==> config.mk <==
export PLATFORM = sky130hd
export DESIGN_NAME = usf_top
export DESIGN_NICKNAME = d
export VERILOG_FILES = /design/src/core/usf_pkg.sv /design/src/core/usf_fifo_if.sv /design/src/core/usf_fifo.sv /design/src/core/usf_top.sv
export VERILOG_INCLUDE_DIRS = /design/src /design/src/core
export SDC_FILE = /design/constraint.sdc
export NUM_CORES = 1
export LEC_CHECK = 0
export ABC_AREA = 1
export BUFFER_PORTS_ARGS = -buffer_cell sky130_fd_sc_hd__buf_2
export CAP_MARGIN = 20
export CORE_MARGIN = 1.5
export CORE_UTILIZATION = 60
export CTS_BUF_LIST = sky130_fd_sc_hd__clkbuf_8
export CTS_CLUSTER_SIZE = 28
export DETAILED_ROUTE_END_ITERATION = 8
export GPL_TIMING_DRIVEN = 0
export PLACE_DENSITY = 0.85
export SKIP_CTS_REPAIR_TIMING = 1
export SYNTH_ARGS = -nofsm -noshare
export SYNTH_HDL_FRONTEND = slang
export SYNTH_SLANG_ARGS = --single-unit
==> constraint.sdc <==
create_clock -name clk_in -period 8 [get_ports clk_in]
set_input_delay 0.8 -clock clk_in [delete_from_list [all_inputs] [get_ports clk_in]]
set_output_delay 0.8 -clock clk_in [all_outputs]
set_load 0.05 [all_outputs]
==> src/core/usf_cfg.svh <==
// Purpose: Offsets, field positions, reset values and timing counts
// Assumes: 125 MHz system clock, 12-bit byte address
// Notes: Included by the serial port top level and its testbench
`ifndef USF_CFG_SVH
`define USF_CFG_SVH
`define USF_OFF_DATA 12'h000
`define USF_OFF_RSR 12'h004
`define USF_OFF_FLAG 12'h018
`define USF_OFF_ILPR 12'h020
`define USF_OFF_IBRD 12'h024
`define USF_OFF_FBRD 12'h028
`define USF_OFF_LCRH 12'h02C
`define USF_OFF_CTL 12'h030
`define USF_OFF_IFLS 12'h034
`define USF_OFF_IM 12'h038
`define USF_OFF_RIS 12'h03C
`define USF_OFF_MIS 12'h040
`define USF_OFF_ICR 12'h044
// Port control fields
`define USF_CTL_EN 0
`define USF_CTL_SIR 1
`define USF_CTL_SIRLP 2
`define USF_CTL_LBE 7
`define USF_CTL_TXE 8
`define USF_CTL_RXE 9
`define USF_CTL_RST 10'h300
// Line control fields
`define USF_LC_PEN 1
`define USF_LC_EPS 2
`define USF_LC_STP2 3
`define USF_LC_FEN 4
// Level select fields
`define USF_IFLS_TX 0
`define USF_IFLS_RX 3
`define USF_IFLS_RST 6'h12
// Event bits
`define USF_EV_RX 4
`define USF_EV_TX 5
`define USF_EV_RT 6
`define USF_EV_FE 7
`define USF_EV_PE 8
`define USF_EV_BE 9
`define USF_EV_OE 10
// Timing
`define USF_CLK_HZ 125000000
`define USF_LP_REF_HZ 1843200
`define USF_LP_DIV (`USF_CLK_HZ / `USF_LP_REF_HZ)
`define USF_IR_PULSE 3
`define USF_RT_BITS 32
`define USF_RT_TICKS (`USF_RT_BITS * 16)
`endif

==> src/core/usf_pkg.sv <==
// Purpose: Types shared by the serial port modules
// Assumes: Nothing
// Notes: State enums for transmitter and receiver
package usf_pkg;
  typedef enum logic [2:0] {
    USF_TX_IDLE, USF_TX_START, USF_TX_DATA, USF_TX_PAR, USF_TX_STOP
  } usf_tx_e;
  typedef enum logic [2:0] {
    USF_RX_IDLE, USF_RX_START, USF_RX_DATA, USF_RX_PAR, USF_RX_STOP,
    USF_RX_WAIT
  } usf_rx_e;
endpackage : usf_pkg

==> src/core/usf_fifo_if.sv <==
// Purpose: Connection between port logic and one FIFO
// Assumes: Single clock
// Notes: Shallow selects single-entry holding mode
`timescale 1ns/1ps
interface usf_fifo_if #(parameter int W = 8, parameter int AW = 4);
  logic push;
  logic pop;
  logic shallow;
  logic full;
  logic empty;
  logic [W-1:0] wdata;
  logic [W-1:0] rdata;
  logic [AW:0] count;
  modport owner(output push, pop, shallow, wdata,
                input rdata, full, empty, count);
  modport store(input push, pop, shallow, wdata,
                output rdata, full, empty, count);
endinterface : usf_fifo_if

==> src/core/usf_fifo.sv <==
// Purpose: FIFO with single-entry holding mode
// Assumes: Push when full and pop when empty are dropped
// Notes: Read data shows the oldest entry
`timescale 1ns/1ps
module usf_fifo #(
  parameter int W = 12,
  parameter int DEPTH = 16
) (
  // Clock and reset
  input wire logic clk_in,
  input wire logic reset_in,
  // Owner side
  usf_fifo_if.store f
);
  localparam int AW = $clog2(DEPTH);
  logic [W-1:0] mem_q [DEPTH];
  logic [AW-1:0] wp_q;
  logic [AW-1:0] rp_q;
  logic [AW:0] cnt_q;
  logic do_push;
  logic do_pop;

  if ((1 << AW) != DEPTH || DEPTH < 8) begin : g_chk
    $error("usf_fifo: DEPTH must be a power of two, at least 8");
  end

  assign f.full = f.shallow ? (cnt_q != '0) : (cnt_q == (AW+1)'(DEPTH));
  assign f.empty = (cnt_q == '0);
  assign f.count = cnt_q;
  assign f.rdata = mem_q[rp_q];
  assign do_push = f.push && !f.full;
  assign do_pop = f.pop && !f.empty;

  always_ff @(posedge clk_in) begin
    if (do_push) begin
      mem_q[wp_q] <= f.wdata;
    end
  end

  always_ff @(posedge clk_in) begin
    if (reset_in) begin
      wp_q <= '0;
      rp_q <= '0;
      cnt_q <= '0;
    end else begin
      if (do_push) begin
        wp_q <= wp_q + 1'b1;
      end
      if (do_pop) begin
        rp_q <= rp_q + 1'b1;
      end
      cnt_q <= cnt_q + (AW+1)'(do_push) - (AW+1)'(do_pop);
    end
  end
endmodule : usf_fifo

==> src/core/usf_top.sv <==
// Purpose: Serial port with infrared codec, FIFOs and event logic
// Assumes: Registers on a plain strobe port, read data one cycle later
// Notes: Byte offsets, unmapped reads return zero
`timescale 1ns/1ps
`include "usf_cfg.svh"

module usf_top import usf_pkg::*; #(
  parameter int DEPTH = 16,
  parameter int RT_TICKS = `USF_RT_TICKS
) (
  // Clock and reset
  input wire logic clk_in,
  input wire logic reset_in,
  // Register port
  input wire logic [11:0] addr_in,
  input wire logic [31:0] wdata_in,
  input wire logic wr_in,
  input wire logic rd_in,
  output logic [31:0] rdata_out,
  // Serial pins
  input wire logic serial_in_pin_in,
  output logic serial_out_pin_out,
  // Interrupt request
  output logic irq_out
);
  localparam int CW = $clog2(DEPTH) + 1;

  if (RT_TICKS < 2 || RT_TICKS > 1023) begin : g_chk
    $error("usf_top: RT_TICKS out of range");
  end

  usf_fifo_if #(.W(8), .AW(CW-1)) txf ();
  usf_fifo_if #(.W(12), .AW(CW-1)) rxf ();

  logic [9:0] ctl_q;
  logic [15:0] ibrd_q;
  logic [5:0] fbrd_q;
  logic [7:0] ilpr_q;
  logic [5:0] ifls_q;
  logic [10:0] im_q;
  logic [10:0] ris_q;
  logic [10:0] ris_d;
  logic [10:0] ev_set;
  logic [10:0] ev_clr;
  logic [3:0] rsr_q;
  logic [29:0] commit_q;
  logic [31:0] rd_mux;
  logic [31:0] rdata_q;
  logic irq_q;
  logic pin_q;
  logic wr_data, wr_rsr, wr_lcrh, wr_icr, rd_data;
  logic en, siren, sirlp, loopback_bit, txe, rxe, fifo_enable_bit, pen, eps, stp2;
  logic [15:0] bcnt_q;
  logic [5:0] facc_q;
  logic [6:0] fsum;
  logic oversample_tick;
  logic [7:0] lpcnt_q;
  logic [7:0] lp_div;
  logic lowpower_ir_ref_tick;
  logic lp_go;
  usf_tx_e tx_st_q;
  logic [3:0] tx_sub_q;
  logic [7:0] tx_sh_q;
  logic [2:0] tx_n_q;
  logic tx_par_q, tx_stop_q, tx_load, tx_end, tx_bit;
  logic [1:0] ir_lp_q;
  logic ir_norm, ir_bit;
  logic rx_s1_q, rx_s2_q;
  logic [4:0] dec_q;
  logic rx_line;
  usf_rx_e rx_st_q;
  logic [3:0] rx_sub_q;
  logic [7:0] rx_sh_q;
  logic [2:0] rx_n_q;
  logic rx_pb_q, rx_push_q, oe_pend_q, rx_end, rx_brk, rx_pe;
  logic [10:0] rx_ent_q;
  logic [CW-1:0] rx_cnt_q, tx_cnt_q, rx_lvl, tx_lvl;
  logic tx_empty_q;
  logic [9:0] rt_q;
  logic rt_hit;

  function automatic logic [CW-1:0] lvl_of(input logic [2:0] s);
    logic [CW-1:0] e;
    e = CW'(DEPTH / 8);
    case (s)
      3'h0: lvl_of = e;
      3'h1: lvl_of = CW'(e * 2);
      3'h3: lvl_of = CW'(e * 6);
      3'h4: lvl_of = CW'(e * 7);
      default: lvl_of = CW'(e * 4);
    endcase
  endfunction : lvl_of

  assign en = ctl_q[`USF_CTL_EN];
  assign siren = ctl_q[`USF_CTL_SIR];
  assign sirlp = ctl_q[`USF_CTL_SIRLP];
  assign loopback_bit = ctl_q[`USF_CTL_LBE];
  assign txe = ctl_q[`USF_CTL_TXE];
  assign rxe = ctl_q[`USF_CTL_RXE];
  assign fifo_enable_bit = commit_q[`USF_LC_FEN];
  assign pen = commit_q[`USF_LC_PEN];
  assign eps = commit_q[`USF_LC_EPS];
  assign stp2 = commit_q[`USF_LC_STP2];
  assign wr_data = wr_in && addr_in == `USF_OFF_DATA;
  assign wr_rsr = wr_in && addr_in == `USF_OFF_RSR;
  assign wr_lcrh = wr_in && addr_in == `USF_OFF_LCRH;
  assign wr_icr = wr_in && addr_in == `USF_OFF_ICR;
  assign rd_data = rd_in && addr_in == `USF_OFF_DATA;
  assign rdata_out = rdata_q;
  assign irq_out = irq_q;
  assign serial_out_pin_out = pin_q;

  ////////////////////////////////////////////////////////////////////////
  // Registers
  always_ff @(posedge clk_in) begin
    if (reset_in) begin
      ctl_q <= `USF_CTL_RST;
      ibrd_q <= 16'h0000;
      fbrd_q <= 6'h00;
      ilpr_q <= 8'h00;
      ifls_q <= `USF_IFLS_RST;
      im_q <= 11'h000;
    end else if (wr_in) begin
      case (addr_in)
        `USF_OFF_CTL: ctl_q <= wdata_in[9:0];
        `USF_OFF_IBRD: ibrd_q <= wdata_in[15:0];
        `USF_OFF_FBRD: fbrd_q <= wdata_in[5:0];
        `USF_OFF_ILPR: ilpr_q <= wdata_in[7:0];
        `USF_OFF_IFLS: ifls_q <= wdata_in[5:0];
        `USF_OFF_IM: im_q <= wdata_in[10:0];
        default: ;
      endcase
    end
  end

  always_ff @(posedge clk_in) begin
    if (reset_in) begin
      commit_q <= 30'h0000_0000;
    end else if (wr_lcrh) begin
      commit_q <= {ibrd_q, fbrd_q, wdata_in[7:0]};
    end
  end

  always_comb begin
    rd_mux = 32'h0000_0000;
    case (addr_in)
      `USF_OFF_DATA: rd_mux[11:0] = rxf.rdata;
      `USF_OFF_RSR: rd_mux[3:0] = rsr_q;
      `USF_OFF_FLAG: rd_mux[7:3] = {txf.empty, rxf.full, txf.full,
        rxf.empty, !txf.empty || tx_st_q != USF_TX_IDLE};
      `USF_OFF_ILPR: rd_mux[7:0] = ilpr_q;
      `USF_OFF_IBRD: rd_mux[15:0] = ibrd_q;
      `USF_OFF_FBRD: rd_mux[5:0] = fbrd_q;
      `USF_OFF_LCRH: rd_mux[7:0] = commit_q[7:0];
      `USF_OFF_CTL: rd_mux[9:0] = ctl_q;
      `USF_OFF_IFLS: rd_mux[5:0] = ifls_q;
      `USF_OFF_IM: rd_mux[10:0] = im_q;
      `USF_OFF_RIS: rd_mux[10:0] = ris_q;
      `USF_OFF_MIS: rd_mux[10:0] = ris_q & im_q;
      default: ;
    endcase
  end

  always_ff @(posedge clk_in) begin
    if (reset_in) begin
      rdata_q <= 32'h0000_0000;
    end else begin
      rdata_q <= rd_in ? rd_mux : 32'h0000_0000;
    end
  end

  ////////////////////////////////////////////////////////////////////////
  // Baud and low-power references
  assign fsum = {1'b0, facc_q} + {1'b0, commit_q[13:8]};

  always_ff @(posedge clk_in) begin
    if (reset_in || !en) begin
      bcnt_q <= 16'h0000;
      facc_q <= 6'h00;
      oversample_tick <= 1'b0;
    end else begin
      oversample_tick <= 1'b0;
      if (commit_q[29:14] != 16'h0000) begin
        if (bcnt_q == 16'h0000) begin
          oversample_tick <= 1'b1;
          facc_q <= fsum[5:0];
          bcnt_q <= commit_q[29:14] - 16'h0001 + 16'(fsum[6]);
        end else begin
          bcnt_q <= bcnt_q - 16'h0001;
        end
      end
    end
  end

  assign lp_div = (ilpr_q == 8'h00) ? 8'(`USF_LP_DIV) : ilpr_q;

  assign lowpower_ir_ref_tick = lpcnt_q >= lp_div - 8'h01;
  assign lp_go = oversample_tick && tx_sub_q == 4'h0 &&
    tx_st_q != USF_TX_IDLE && !tx_bit;

  // Restart with each pulse so it spans whole reference periods
  always_ff @(posedge clk_in) begin
    if (reset_in || lp_go || lowpower_ir_ref_tick) begin
      lpcnt_q <= 8'h00;
    end else begin
      lpcnt_q <= lpcnt_q + 8'h01;
    end
  end

  ////////////////////////////////////////////////////////////////////////
  // Transmitter
  assign tx_load = tx_st_q == USF_TX_IDLE && en && txe && !txf.empty &&
    oversample_tick;
  assign tx_end = oversample_tick && tx_sub_q == 4'hF;
  assign txf.pop = tx_load;
  assign txf.push = wr_data;
  assign txf.wdata = wdata_in[7:0];
  assign txf.shallow = !fifo_enable_bit;

  always_comb begin
    tx_bit = 1'b1;
    unique case (tx_st_q)
      USF_TX_START: tx_bit = 1'b0;
      USF_TX_DATA: tx_bit = tx_sh_q[0];
      USF_TX_PAR: tx_bit = tx_par_q;
      USF_TX_IDLE, USF_TX_STOP: tx_bit = 1'b1;
    endcase
  end

  always_ff @(posedge clk_in) begin
    if (reset_in) begin
      tx_st_q <= USF_TX_IDLE;
      tx_sub_q <= 4'h0;
      tx_sh_q <= 8'h00;
      tx_n_q <= 3'h0;
      tx_par_q <= 1'b0;
      tx_stop_q <= 1'b0;
    end else begin
      if (oversample_tick) begin
        tx_sub_q <= tx_sub_q + 4'h1;
      end
      unique case (tx_st_q)
        USF_TX_IDLE: begin
          tx_sub_q <= 4'h0;
          if (tx_load) begin
            tx_st_q <= USF_TX_START;
            tx_sh_q <= txf.rdata;
            tx_par_q <= ^txf.rdata ^ !eps;
            tx_n_q <= 3'h0;
            tx_stop_q <= 1'b0;
          end
        end
        USF_TX_START: if (tx_end) tx_st_q <= USF_TX_DATA;
        USF_TX_DATA: begin
          if (tx_end) begin
            tx_sh_q <= {1'b0, tx_sh_q[7:1]};
            tx_n_q <= tx_n_q + 3'h1;
            if (tx_n_q == 3'h7) begin
              tx_st_q <= pen ? USF_TX_PAR : USF_TX_STOP;
            end
          end
        end
        USF_TX_PAR: if (tx_end) tx_st_q <= USF_TX_STOP;
        USF_TX_STOP: begin
          if (tx_end) begin
            if (stp2 && !tx_stop_q) begin
              tx_stop_q <= 1'b1;
            end else begin
              tx_st_q <= USF_TX_IDLE;
            end
          end
        end
      endcase
    end
  end

  ////////////////////////////////////////////////////////////////////////
  // Infrared encoder and pin
  assign ir_norm = tx_st_q != USF_TX_IDLE && !tx_bit &&
    tx_sub_q < 4'(`USF_IR_PULSE);

  always_ff @(posedge clk_in) begin
    if (reset_in) begin
      ir_lp_q <= 2'h0;
    end else if (lp_go) begin
      ir_lp_q <= 2'(`USF_IR_PULSE);
    end else if (lowpower_ir_ref_tick && ir_lp_q != 2'h0) begin
      ir_lp_q <= ir_lp_q - 2'h1;
    end
  end

  assign ir_bit = sirlp ? (ir_lp_q != 2'h0) : ir_norm;

  always_ff @(posedge clk_in) begin
    if (reset_in) begin
      pin_q <= 1'b1;
    end else begin
      pin_q <= siren ? ir_bit : tx_bit;
    end
  end

  ////////////////////////////////////////////////////////////////////////
  // Receive front end and decoder
  always_ff @(posedge clk_in) begin
    if (reset_in) begin
      rx_s1_q <= 1'b1;
      rx_s2_q <= 1'b1;
    end else begin
      rx_s1_q <= serial_in_pin_in;
      rx_s2_q <= rx_s1_q;
    end
  end

  // Stretch each low pulse over one bit period
  always_ff @(posedge clk_in) begin
    if (reset_in) begin
      dec_q <= 5'h00;
    end else if (!rx_s2_q) begin
      dec_q <= 5'h10;
    end else if (oversample_tick && dec_q != 5'h00) begin
      dec_q <= dec_q - 5'h01;
    end
  end

  always_comb begin
    if (loopback_bit) begin
      rx_line = tx_bit;
    end else if (siren) begin
      rx_line = (tx_st_q != USF_TX_IDLE) || (rx_s2_q && dec_q == 5'h00);
    end else begin
      rx_line = rx_s2_q;
    end
  end

  ////////////////////////////////////////////////////////////////////////
  // Receiver
  assign rx_end = oversample_tick && rx_sub_q == 4'hF;
  assign rx_brk = rx_sh_q == 8'h00 && !rx_line && (!pen || !rx_pb_q);
  assign rx_pe = pen && (rx_pb_q != (^rx_sh_q ^ !eps));
  assign rxf.push = rx_push_q;
  assign rxf.wdata = {oe_pend_q, rx_ent_q};
  assign rxf.pop = rd_data;
  assign rxf.shallow = !fifo_enable_bit;

  always_ff @(posedge clk_in) begin
    if (reset_in) begin
      rx_st_q <= USF_RX_IDLE;
      rx_sub_q <= 4'h0;
      rx_sh_q <= 8'h00;
      rx_n_q <= 3'h0;
      rx_pb_q <= 1'b0;
      rx_push_q <= 1'b0;
      rx_ent_q <= 11'h000;
    end else begin
      rx_push_q <= 1'b0;
      if (oversample_tick) begin
        rx_sub_q <= rx_sub_q + 4'h1;
      end
      unique case (rx_st_q)
        USF_RX_IDLE: begin
          rx_sub_q <= 4'h0;
          if (!rx_line && en && rxe) rx_st_q <= USF_RX_START;
        end
        USF_RX_START: begin
          if (oversample_tick && rx_sub_q == 4'h7) begin
            rx_sub_q <= 4'h0;
            rx_n_q <= 3'h0;
            rx_pb_q <= 1'b0;
            rx_st_q <= rx_line ? USF_RX_IDLE : USF_RX_DATA;
          end
        end
        USF_RX_DATA: begin
          if (rx_end) begin
            rx_sh_q <= {rx_line, rx_sh_q[7:1]};
            rx_n_q <= rx_n_q + 3'h1;
            if (rx_n_q == 3'h7) begin
              rx_st_q <= pen ? USF_RX_PAR : USF_RX_STOP;
            end
          end
        end
        USF_RX_PAR: begin
          if (rx_end) begin
            rx_pb_q <= rx_line;
            rx_st_q <= USF_RX_STOP;
          end
        end
        USF_RX_STOP: begin
          if (rx_end) begin
            rx_push_q <= 1'b1;
            rx_ent_q <= {rx_brk, rx_pe, !rx_line, rx_sh_q};
            rx_st_q <= rx_brk ? USF_RX_WAIT : USF_RX_IDLE;
          end
        end
        USF_RX_WAIT: if (rx_line) rx_st_q <= USF_RX_IDLE;
      endcase
    end
  end

  always_ff @(posedge clk_in) begin
    if (reset_in) begin
      oe_pend_q <= 1'b0;
    end else if (rx_push_q) begin
      oe_pend_q <= rxf.full;
    end
  end

  always_ff @(posedge clk_in) begin
    if (reset_in) begin
      rsr_q <= 4'h0;
    end else begin
      if (wr_rsr) rsr_q <= 4'h0;
      if (rd_data && !rxf.empty) rsr_q <= rxf.rdata[11:8];
      if (rx_push_q && rxf.full) rsr_q[3] <= 1'b1;
    end
  end

  ////////////////////////////////////////////////////////////////////////
  // Events and interrupt
  assign rx_lvl = lvl_of(ifls_q[`USF_IFLS_RX+:3]);
  assign tx_lvl = lvl_of(ifls_q[`USF_IFLS_TX+:3]);
  assign rt_hit = oversample_tick && rt_q == 10'(RT_TICKS - 1);

  always_ff @(posedge clk_in) begin
    if (reset_in) begin
      rx_cnt_q <= '0;
      tx_cnt_q <= '0;
      tx_empty_q <= 1'b0;
    end else begin
      rx_cnt_q <= rxf.count;
      tx_cnt_q <= txf.count;
      tx_empty_q <= txf.empty;
    end
  end

  always_ff @(posedge clk_in) begin
    if (reset_in || rxf.empty || rx_push_q || rd_data) begin
      rt_q <= 10'h000;
    end else if (oversample_tick && rt_q != 10'(RT_TICKS)) begin
      rt_q <= rt_q + 10'h001;
    end
  end

  always_comb begin
    ev_set = 11'h000;
    ev_clr = 11'h000;
    if (wr_icr) ev_clr = wdata_in[10:0];
    if (fifo_enable_bit) begin
      ev_set[`USF_EV_RX] = rx_cnt_q < rx_lvl && rxf.count >= rx_lvl;
      if (rxf.count < rx_lvl) ev_clr[`USF_EV_RX] = 1'b1;
      ev_set[`USF_EV_TX] = tx_cnt_q > tx_lvl && txf.count <= tx_lvl;
      if (txf.count > tx_lvl) ev_clr[`USF_EV_TX] = 1'b1;
    end else begin
      ev_set[`USF_EV_RX] = rx_push_q && !rxf.full;
      if (rd_data) ev_clr[`USF_EV_RX] = 1'b1;
      ev_set[`USF_EV_TX] = txf.empty && !tx_empty_q;
      if (wr_data) ev_clr[`USF_EV_TX] = 1'b1;
    end
    ev_set[`USF_EV_RT] = rt_hit;
    if (rd_data) ev_clr[`USF_EV_RT] = 1'b1;
    ev_set[`USF_EV_FE] = rx_push_q && rx_ent_q[8];
    ev_set[`USF_EV_PE] = rx_push_q && rx_ent_q[9];
    ev_set[`USF_EV_BE] = rx_push_q && rx_ent_q[10];
    ev_set[`USF_EV_OE] = rx_push_q && rxf.full;
    ris_d = (ris_q & ~ev_clr) | ev_set;
  end

  always_ff @(posedge clk_in) begin
    if (reset_in) begin
      ris_q <= 11'h000;
      irq_q <= 1'b0;
    end else begin
      ris_q <= ris_d;
      irq_q <= |(ris_q & im_q);
    end
  end

  usf_fifo #(.W(8), .DEPTH(DEPTH)) u_txf (
    .clk_in(clk_in), .reset_in(reset_in), .f(txf));
  usf_fifo #(.W(12), .DEPTH(DEPTH)) u_rxf (
    .clk_in(clk_in), .reset_in(reset_in), .f(rxf));
endmodule : usf_top

==> results summary, run 1 <==
The flow ran to the end, and the final reports show no timing, DRC or antenna violations. The maximum root-to-sink buffer count is 3. The met1 routed wirelength after detailed routing is 27.7 mm.

In this design, the largest share of critical-path delay is due to simple AND/OR/NAND/NOR gates. Clock-pin slew was measured on the worst setup and hold paths at 0.06 ns. The type of the worst min-delay path is in2reg. The hold violation count in the final report is 0. Overall power consumption after layout is estimated at 6.00 mW. Counting flops and latches in the post-synthesis netlist gives 586. In this run, the number of DRC markers left after iteration 0 of detailed routing was 2478. After detailed routing, the number of vias per cell comes to 5.92.

After detailed placement, the total cell area comes to 27400 µm². The post-synthesis instance area is 26200 µm². The placed wire-length estimate after detailed placement is 51.4 mm. The die outline width came out at 212 µm. The slew of the pin with the lowest slew margin came out at 1.05 ns. The post-detailed-route count of antenna-violating nets is 0. By startpoint and endpoint, the worst setup path is classified as reg2reg. The worst-case headroom to the max-slew limit came out at 30.0%. The number of distinct library cells after synthesis came out at 62. The via count of the first global-routing pass is 21.0k. The overall die height is 212 µm.

The total length of routed wires is 73.2 mm. The final sum of negative setup slack is 0 ns. Summed over all instances, the cell type with the most area after synthesis is edfxtp_1.

The clock share of power came out at 43.1%. The weighted congestion at the end of routability-driven global placement came out at 0.983. During placement, the flow inserted port buffers numbering 50. The worst stage delay on the critical path is 0.38 ns.

The area share of the largest cell type after synthesis is 36.7%. The area of all placed cells without fillers is 29300 µm². Walking the worst path, the cells encountered are inv_1 > ha_1 > nand3_1 > nor3_1 > nor2_1 > nand2_1 > nor2_1 > nand2_1 > nor2_1 > nand2_1 > nor2_1 > xor2_1 > ha_1 > nand2_1 > inv_1 > nand4_1 > o2111ai_1 > nand3b_1 > nor3_1. The number of buffer and inverter stages on the critical path came out at 2. The post-synthesis area per instance is 9.41 µm². The analysis attributes to cell leakage a power of 11.6 nW. The number of violations of the max-capacitance limit is 0.

The largest individual stage delay along the critical path comes from the cell nand3b_1. The number of iterations in the first detailed-routing pass came out at 8. The highest routing layer actually used is met4.

The synthesized design contains 320 enable-type register cells. At the end of the flow, the number of nets in the layout was 3078. TritonCTS built the clock tree. By area the synthesized netlist is led by edfxtp_1, dfxtp_1, o21ai_0. The via count of the routed design is 21.4k.

Counting I/O delays and the setup requirement, the final critical path takes 3.25 ns. The starting density of the core came out at 60.8%. The internal power of the cells came out at 4.62 mW. The number of clock sinks came out at 586.

The final non-filler cell total is 3620. Counting the fill cells in the layout gives 3206. Synthesis produced a netlist whose cell count is 2783. The first global-routing pass estimated 113 mm of wire. Data on the critical path is required at its endpoint by 8.60 ns.

The clock latency on the worst-skew pair came out at 0.70 ns. Global routing used 33.1% of the available tracks across all layers. The initial antenna violation count is 1. The maximum number of pins on one net before global-route repair is 24. Clock tree synthesis inserted a total of 93 buffers. On the final layout, the worst clock skew is 0.0323 ns.

At the placement stage, the worst setup path has a slack of 4.33 ns. The share of final-layout standard cells stronger than drive strength 1 is 9.76%. The footprint of the flip-flops and latches came out at 14900 µm². The H-tree generated during clock tree synthesis spans 3 levels.

The floorplan step defined a die boundary enclosing 44900 µm². The sequential fraction of design power came out at 53.0%. The reported net switching power came out at 1.38 mW. The layout-stage area growth over the synthesis result came out at 11.9%. For this run, the number of Yosys warnings is 0. After detailed placement, the design holds a cell count of 3447. During I/O placement, the number of pins put on the boundary was 83. The fraction of power consumed by combinational cells is 3.9%. The peak supply drop came out at 0.000229 V. CTS placed an instance of clkbuf_8 at the clock tree root. The detailed-route DRC error count came out at 0.

The combined area of the multi-input logic cells came out at 9200 µm². The number of failing setup endpoints in the final timing report is 0. The worst path arrival time came out at 3.85 ns. The region available for standard cell placement spans 43100 µm². The routed length on met2 is 34.6 mm. The areal power density over the cells is 205 nW/µm². The wire length per cell after detailed routing came out at 20.2 µm. The remaining global-route overflow is 0. The net switching share of the total power is 23.0%. The worst setup path is launched from a flip-flop.

The part of the cycle the worst path needs is 40.7%. Setup repair after global routing left no endpoint under its margin. Timing would allow up to 307 MHz. The async set-or-reset flop fraction in the synthesized netlist came out at 0%. The number of pins with negative max-slew slack in the final report is 0. STA classifies the critical path endpoint as a flip-flop. Summed over all nets, wire length on met3 after detailed routing comes to 7.35 mm. The cell row count is 76. The sequential area share after synthesis is 57.0%.

In the post-route analysis, the smallest setup slack over all paths is 4.75 ns. The most used flip-flop cell after synthesis is edfxtp_1. Along the worst path, the maximum fanout reaches 8.
[cell usage after synthesis (3+ instances only)]
master and count:
edfxtp_1 320, o221ai_1 3, o31ai_1 3, a211oi_1 13, o211ai_1 47, nor4_1 8, clkbuf_1 60, dfxtp_1 266
fa_1 3, o21bai_1 3, xor2_1 35, xnor2_1 8, o22ai_1 19, nand3b_1 4, a21oi_1 257, o21ai_1 12
nand4_1 25, buf_6 5, nor2_2 9, buf_4 24, inv_2 6, nand2_2 4, nor2_4 4, nor3b_1 5
o41ai_1 3, nand3_1 125, o21ai_0 292, a41oi_1 3, mux2i_1 47, buf_1 5, a31oi_1 17, nor3_1 35
or2_2 3, buf_2 30, inv_1 379, nand2_1 367, nor3_2 3, nor2_1 222, ha_1 69, a221oi_1 13
[worst reg2reg max path, cell delays in order, from the launching register on]
cell and delay (ns):
dfxtp_1 0.37, inv_1 0.09, ha_1 0.18, nand3_1 0.08, nor3_1 0.06, nor2_1 0.15, nand2_1 0.09, nor2_1 0.13
nand2_1 0.12, nor2_1 0.17, nand2_1 0.11, nor2_1 0.13, xor2_1 0.18, ha_1 0.26, nand2_1 0.09, inv_1 0.07
nand4_1 0.12, o2111ai_1 0.16, nand3b_1 0.38, nor3_1 0.23
[worst paths after layout]
check | from | end | slack, ns | cells after the start
setup / recovery | ilpr_q[1] | lpcnt_q[2] | 4.75 | 19
hold / removal | serial_in_pin_in | rx_s1_q | 0.29 | 2
setup reg to reg | ilpr_q[1] | lpcnt_q[2] | 4.75 | 19
hold reg to reg | rx_s1_q | rx_s2_q | 0.41 | 1
[per-layer routing]
layer / track usage, % / vias to the layer above
met3: 7.19 / 271
li1: - / 9839
met4: 16.8 / 0
met1: 41.1 / 10000
met2: 54.6 / 1294
met5: 0 / -
[power groups by stage]
stage / Combinational, mW / Sequential (mW) / Clock [mW]
floorplan: 0.148 / 3.24 / 0
global placement: 0.221 / 3.24 / 0
detailed placement: 0.226 / 3.24 / 0
CTS: 0.227 / 3.18 / 2.60
global route: 0.256 / 3.18 / 2.72
finish: 0.234 / 3.18 / 2.59
[sequential cells by signal, indices dropped and copies added, names as in the netlist, 5 cells and up, named ones only]
register	flops
fbrd_q	6
rt_q	10
commit_q	30
tx_cnt_q	5
ctl_q	10
ifls_q	6
ris_q	11
bcnt_q	16
dec_q	5
tx_sh_q	8
u_rxf.mem_q	192
u_txf.mem_q	128
u_txf.f.count	5
rdata_out	16
lpcnt_q	8
ilpr_q	8
ibrd_q	16
u_rxf.f.count	5
facc_q	6
im_q	11
rx_ent_q	11
rx_sh_q	8
[stage by stage]
stage / hold WS [ns] / util, %
after detailed placement: 0.398 / 63.6
after floorplan: 0.389 / -
final: 0.293 / 68.0
after CTS: 0.261 / 68.0
after global placement: 0.395 / 63.2
after global routing: 0.286 / 68.0
[area by class of cell]
class                      instances  share of cell area [%]
antenna                            1                 0.00855
clock inverter                    61                    1.27
clock buffer                     111                    5.22
tap                              585                    2.50
sequential                       586                    51.0
inverter                         389                    5.01
buffer                           126                    2.19
timing repair buffer              64                    1.39
multi-input combinational       1697                    31.4
[kinds of logic after synthesis]
logic type,Yosys count,synth area share (%)
other,1,0.0143
adders and majority gates,72,3.53
AOI/OAI and AO/OA,697,14.6
DFF,586,57.0
buffers and inverters,515,8.05
muxes,47,1.80
and+or+nand+nor,821,13.4
xor gates and xnor gates,44,1.50
[layout by cell type, fill, tap and decap left out, types with 24 or more instances in the layout]
cell type and n:
edfxtp_1 320, nand3_1 125, mux2i_1 47, buf_2 80
ha_1 69, nand4_1 25, nor2_1 220, clkbuf_8 111
nand2_1 367, buf_4 24, o211ai_1 47, a21oi_1 257
inv_1 408, clkbuf_1 60, xor2_1 35, nor3_1 35
dfxtp_1 266, o21ai_0 292
Note: power is estimated with default switching activity, not from simulation.
==> run 2, diff against run 1 <==
--- a/config.mk
+++ b/config.mk
@@ -6,7 +6,7 @@
 export SDC_FILE = /design/constraint.sdc
 export NUM_CORES = 1
 export LEC_CHECK = 0
-export ABC_AREA = 1
+export ABC_AREA = 0
 export BUFFER_PORTS_ARGS = -buffer_cell sky130_fd_sc_hd__buf_2
 export CAP_MARGIN = 20
 export CORE_MARGIN = 1.5
==> constraint.sdc (replaced) <==
create_clock -name clk_in -period 3.1 [get_ports clk_in]
set_input_delay 0.31 -clock clk_in [delete_from_list [all_inputs] [get_ports clk_in]]
set_output_delay 0.31 -clock clk_in [all_outputs]
set_load 0.05 [all_outputs]
==> run 2 against run 1 <==
Core utilization increased by 1.3 points; area after synthesis decreased by 3.2%; clock-buffer cell count decreased by 7; die area decreased by 3.1%; largest cell class unchanged; largest power group unchanged; highest routed layer is now met5.
==> results summary, run 2 <==
The cell row count came out at 75 (-1.3%). The die outline width was 209 µm (-1.6%). The detailed router's first-iteration violation count is 2345 (-5.4%). The multiplexer fraction of the synthesized cell area is 10.5% (+8.8 points). The number of flip-flops and latches in the synthesized netlist came out at 586 (unchanged).

The area inside the core boundary came to 41900 µm² (-2.8%). The share of the synthesized netlist area taken by xor and xnor gates came out at 2.69% (+1.2 points). In the layout the commonest cells are edfxtp_1, dfxtp_1, nand2_1. The area share of the largest cell type after synthesis came out at 37.9% (+1.2 points). The overall fraction of global-route tracks in use is 31.6% (-1.4 points). The via count of the first global-routing pass is 18.2k (-13%). The post-synthesis instance area was 25300 µm² (-3.2%). The net switching share of the total power is 22.1% (-0.93 points). The minimum period implied by the final worst setup slack was 3.07 ns (-0.187 ns). The flow ran to the end, and the final reports show no timing, DRC or antenna violations. The adder and majority cell fraction of the synthesized area came out at 3.64% (+0.12 points).

Routed signal wires occupy layers up through met5. The hold violation count in the final report is 0 (unchanged). The reported net switching power came out at 3.43 mW (+150%).

The placed wire-length estimate after detailed placement is 47.1 mm (-8.4%). The post-detailed-route count of antenna-violating nets came out at 0 (unchanged). The maximum root-to-sink buffer count was 3 (unchanged).

The worst hold path cell count came to 1 (-1). The leakage power is 10.1 nW (-13%). The starting density of the core was 60.6% (-0.21 points). The path depth of the worst reg2reg path was 11 (-8). The cell sitting at the root of the clock tree is a clkbuf_8. The number of distinct library cells after synthesis is 77 (+24%). The global-route wire length before repair was 104 mm (-8.1%). The number of synthesized flops with an enable pin came out at 320 (unchanged). The number of I/O port buffers is 47 (-6.0%). The worst register-to-register path begins at oversample_tick. The number of cells produced by synthesis came out at 2106 (-24%). The number of nets in the layout is 2414 (-22%).

The highest achievable clock rate came out at 326 MHz (+6.1%). The detailed-route DRC error count is 0 (unchanged). The post-layout worst setup margin is 0.0334 ns (-4.71 ns). The die footprint is 43500 µm² (-3.1%). After synthesis, the largest family of logic cells by area is simple AND/OR/NAND/NOR gates. The worst clock skew came out at 0.0456 ns (+0.0134 ns). The total length of routed wires was 69.4 mm (-5.1%). The final cell utilization of the core is 69.3% (+1.3 points).

STA classifies the critical path startpoint as a flip-flop. The fraction of power consumed by combinational cells came out at 2.1% (-1.8 points). In the final layout, the registers with the most flip-flops are u_rxf.mem_q (192), u_txf.mem_q (128), commit_q (30). The number of failing setup endpoints in the final timing report came out at 0 (unchanged). The sequential fraction of design power is 52.5% (-0.5 points). The pre-CTS setup slack was -0.781 ns (-5.11 ns). The critical path is of the reg2reg type.

The met3 wire length is 6.26 mm (-15%). The number of pins with negative max-slew slack in the final report is 0 (unchanged). In this run the worst hold path is classified as in2reg.

The number of violations of the max-capacitance limit is 0 (unchanged). The count of H-tree levels built during CTS came to 3 (unchanged). The worst path arrival time is 3.66 ns (-0.19 ns). The synthesized design spends more area on one cell type than any other, namely edfxtp_1. The biggest fanout along the worst timing path is 11 (+3). The part of the cycle the worst path needs is 98.9% (+58 points).

The worst hold path terminates at u_txf.mem_q[1][4]. The async set-or-reset flop fraction in the synthesized netlist came to 0% (unchanged). The worst flop-to-flop path endpoint is u_txf.f.count[4]. The count of synthesis-stage warnings from yosys was 0 (unchanged). The peak supply drop is 0.000388 V (+70%).

Leaving out fill and tap cells, the most frequent cell in the layout is edfxtp_1. TritonCTS built the clock tree. For this run, the leading register cell type out of synthesis is edfxtp_1. The worst-case headroom to the max-slew limit is 33.5% (+3.5 points). After synthesis, the most frequently instantiated cells are edfxtp_1, dfxtp_1, nand2_1. The flip-flop count of the largest register after layout came to 192 (unchanged). The vias per cell is 6.36 (+7.4%).

The routed length on met2 is 33.9 mm (-1.9%). The endpoint kind of the worst setup timing path is a flip-flop. The clock transition time at the flip-flop clock pins of the worst setup and hold paths is 0.06 ns (about the same).

The number of iterations in the first detailed-routing pass came out at 8 (unchanged). The flop-to-flop setup slack is 0.03 ns (-4.71 ns). The number of clock sinks is 586 (unchanged). Compared with the post-synthesis result, the final layout area differs by 14.4%. The data required time at the worst endpoint came to 3.69 ns (-4.91 ns). The via count of the routed design came to 18.5k (-14%). The post-synthesis area per instance came out at 12.0 µm² (+28%). More flip-flops sit in one register than any other, and that register is u_rxf.mem_q. The hold path startpoint is wdata_in[4]. Setup repair after global routing could not meet its margin everywhere. The overall die height is 209 µm (-1.6%). The remaining global-route overflow is 0 (unchanged).

The internal power of the cells came to 12.1 mW (+160%). By area the synthesized netlist is led by edfxtp_1, dfxtp_1, mux4_2. The weighted congestion at the end of routability-driven global placement was 0.980 (-0.35%).

The area fraction in compound gates after synthesis came out at 8.53% (-6.1 points). The initial antenna violation count came out at 1 (unchanged). The slew of the pin with the lowest slew margin was 0.997 ns (-0.0518 ns).

The share of final-layout standard cells stronger than drive strength 1 is 17.4% (+7.7 points). The areal power density over the cells came to 536 nW/µm² (+160%). The maximum number of pins on one net before global-route repair came out at 23 (-4.2%). The most common cell in the synthesized netlist is edfxtp_1. The clock share of power came out at 45.4% (+2.3 points).

The clock latency on the worst-skew pair was 0.71 ns (about the same). The total clock buffers created by CTS is 91 (-2.2%). The synthesized-area fraction occupied by and/or/nand/nor cells is 12.4% (-1.0 points).

The met1 routed wirelength after detailed routing is 25.7 mm (-7.3%). The wire length per cell after detailed routing came out at 23.9 µm (+18%). The count of pins on the block boundary came out at 83 (unchanged).

The sequential area share after synthesis is 58.9% (+1.9 points). The number of antenna repair diodes is 0 (-1).
[run 2: kinds of logic after synthesis]
logic type	after synthesis
flops	586
simple gates	692
xor+xnor	76
buf+inv	187
compound gates	353
other cells	1
mux	139
fa+ha+maj	72
[run 2: cell type report]
class,count,area [µm²]
Clock inverter,66,566
Fill cell,2699,12900
Buffer,117,571
Timing Repair Buffer,84,598
Multi-Input combinational cell,1348,9960
Tap cell,539,674
Sequential cell,586,14900
Inverter,65,249
Clock buffer,104,1430
[run 2: how the worst max path moves through the flow]
| stage | start | slack [ns] | endpoint | cells after the start |
|---|---|---|---|---|
| 2_1_floorplan | ilpr_q[2] | 0.007 | lpcnt_q[2] | 14 |
| 3_3_place_gp | addr_in[2] | -1.04 | u_txf.mem_q[7][1] | 7 |
| 3_5_place_dp | addr_in[4] | -0.78 | u_rxf.f.count[4] | 19 |
| 4_1_cts | tx_st_q[2] | -0.59 | u_txf.f.count[4] | 12 |
| 5_1_grt | oversample_tick | -0.10 | u_txf.f.count[4] | 11 |
| 6_report | oversample_tick | 0.03 | u_txf.f.count[4] | 11 |
[run 2: routing by layer]
layer / track usage (%) / up-vias
li1: - / 8084
met2: 52.4 / 1112
met4: 16.5 / 2
met5: 0 / -
met3: 6.49 / 281
met1: 39.5 / 9008
[run 2: power by group through the flow]
stage / registers, mW / logic [mW] / clock network, mW
after floorplan: 8.32 / 0.174 / 0
after global placement: 8.32 / 0.300 / 0
after detailed placement: 8.32 / 0.307 / 0
after CTS: 8.15 / 0.308 / 7.07
after global routing: 8.15 / 0.348 / 7.39
final: 8.15 / 0.332 / 7.05
[run 2: stage by stage]
step | TNS [ns] | total power [mW] | hold WS, ns | area, µm² | instances
CTS | -11.64 | 15.5 | -0.211 | 28600 | 2899
detailed placement | -35.26 | 8.63 | 0.399 | 26600 | 2729
global placement | -163.75 | 8.62 | 0.395 | 26300 | 2707
global route | -0.689 | 15.9 | 0.00307 | 29000 | 2909
finish | 0 | 15.5 | 0.0113 | 29000 | 2909
floorplan | 0 | 8.49 | 0.389 | 25400 | 2121
[run 2: critical path: stages, from the launching register on]
cell	delay, ns
dfxtp_1	0.68
nand3_1	0.25
nor3_4	0.35
buf_6	0.20
ha_1	0.13
inv_1	0.04
ha_1	0.22
fa_1	0.40
a21oi_1	0.15
nor2_1	0.07
or3_1	0.34
a21oi_1	0.15
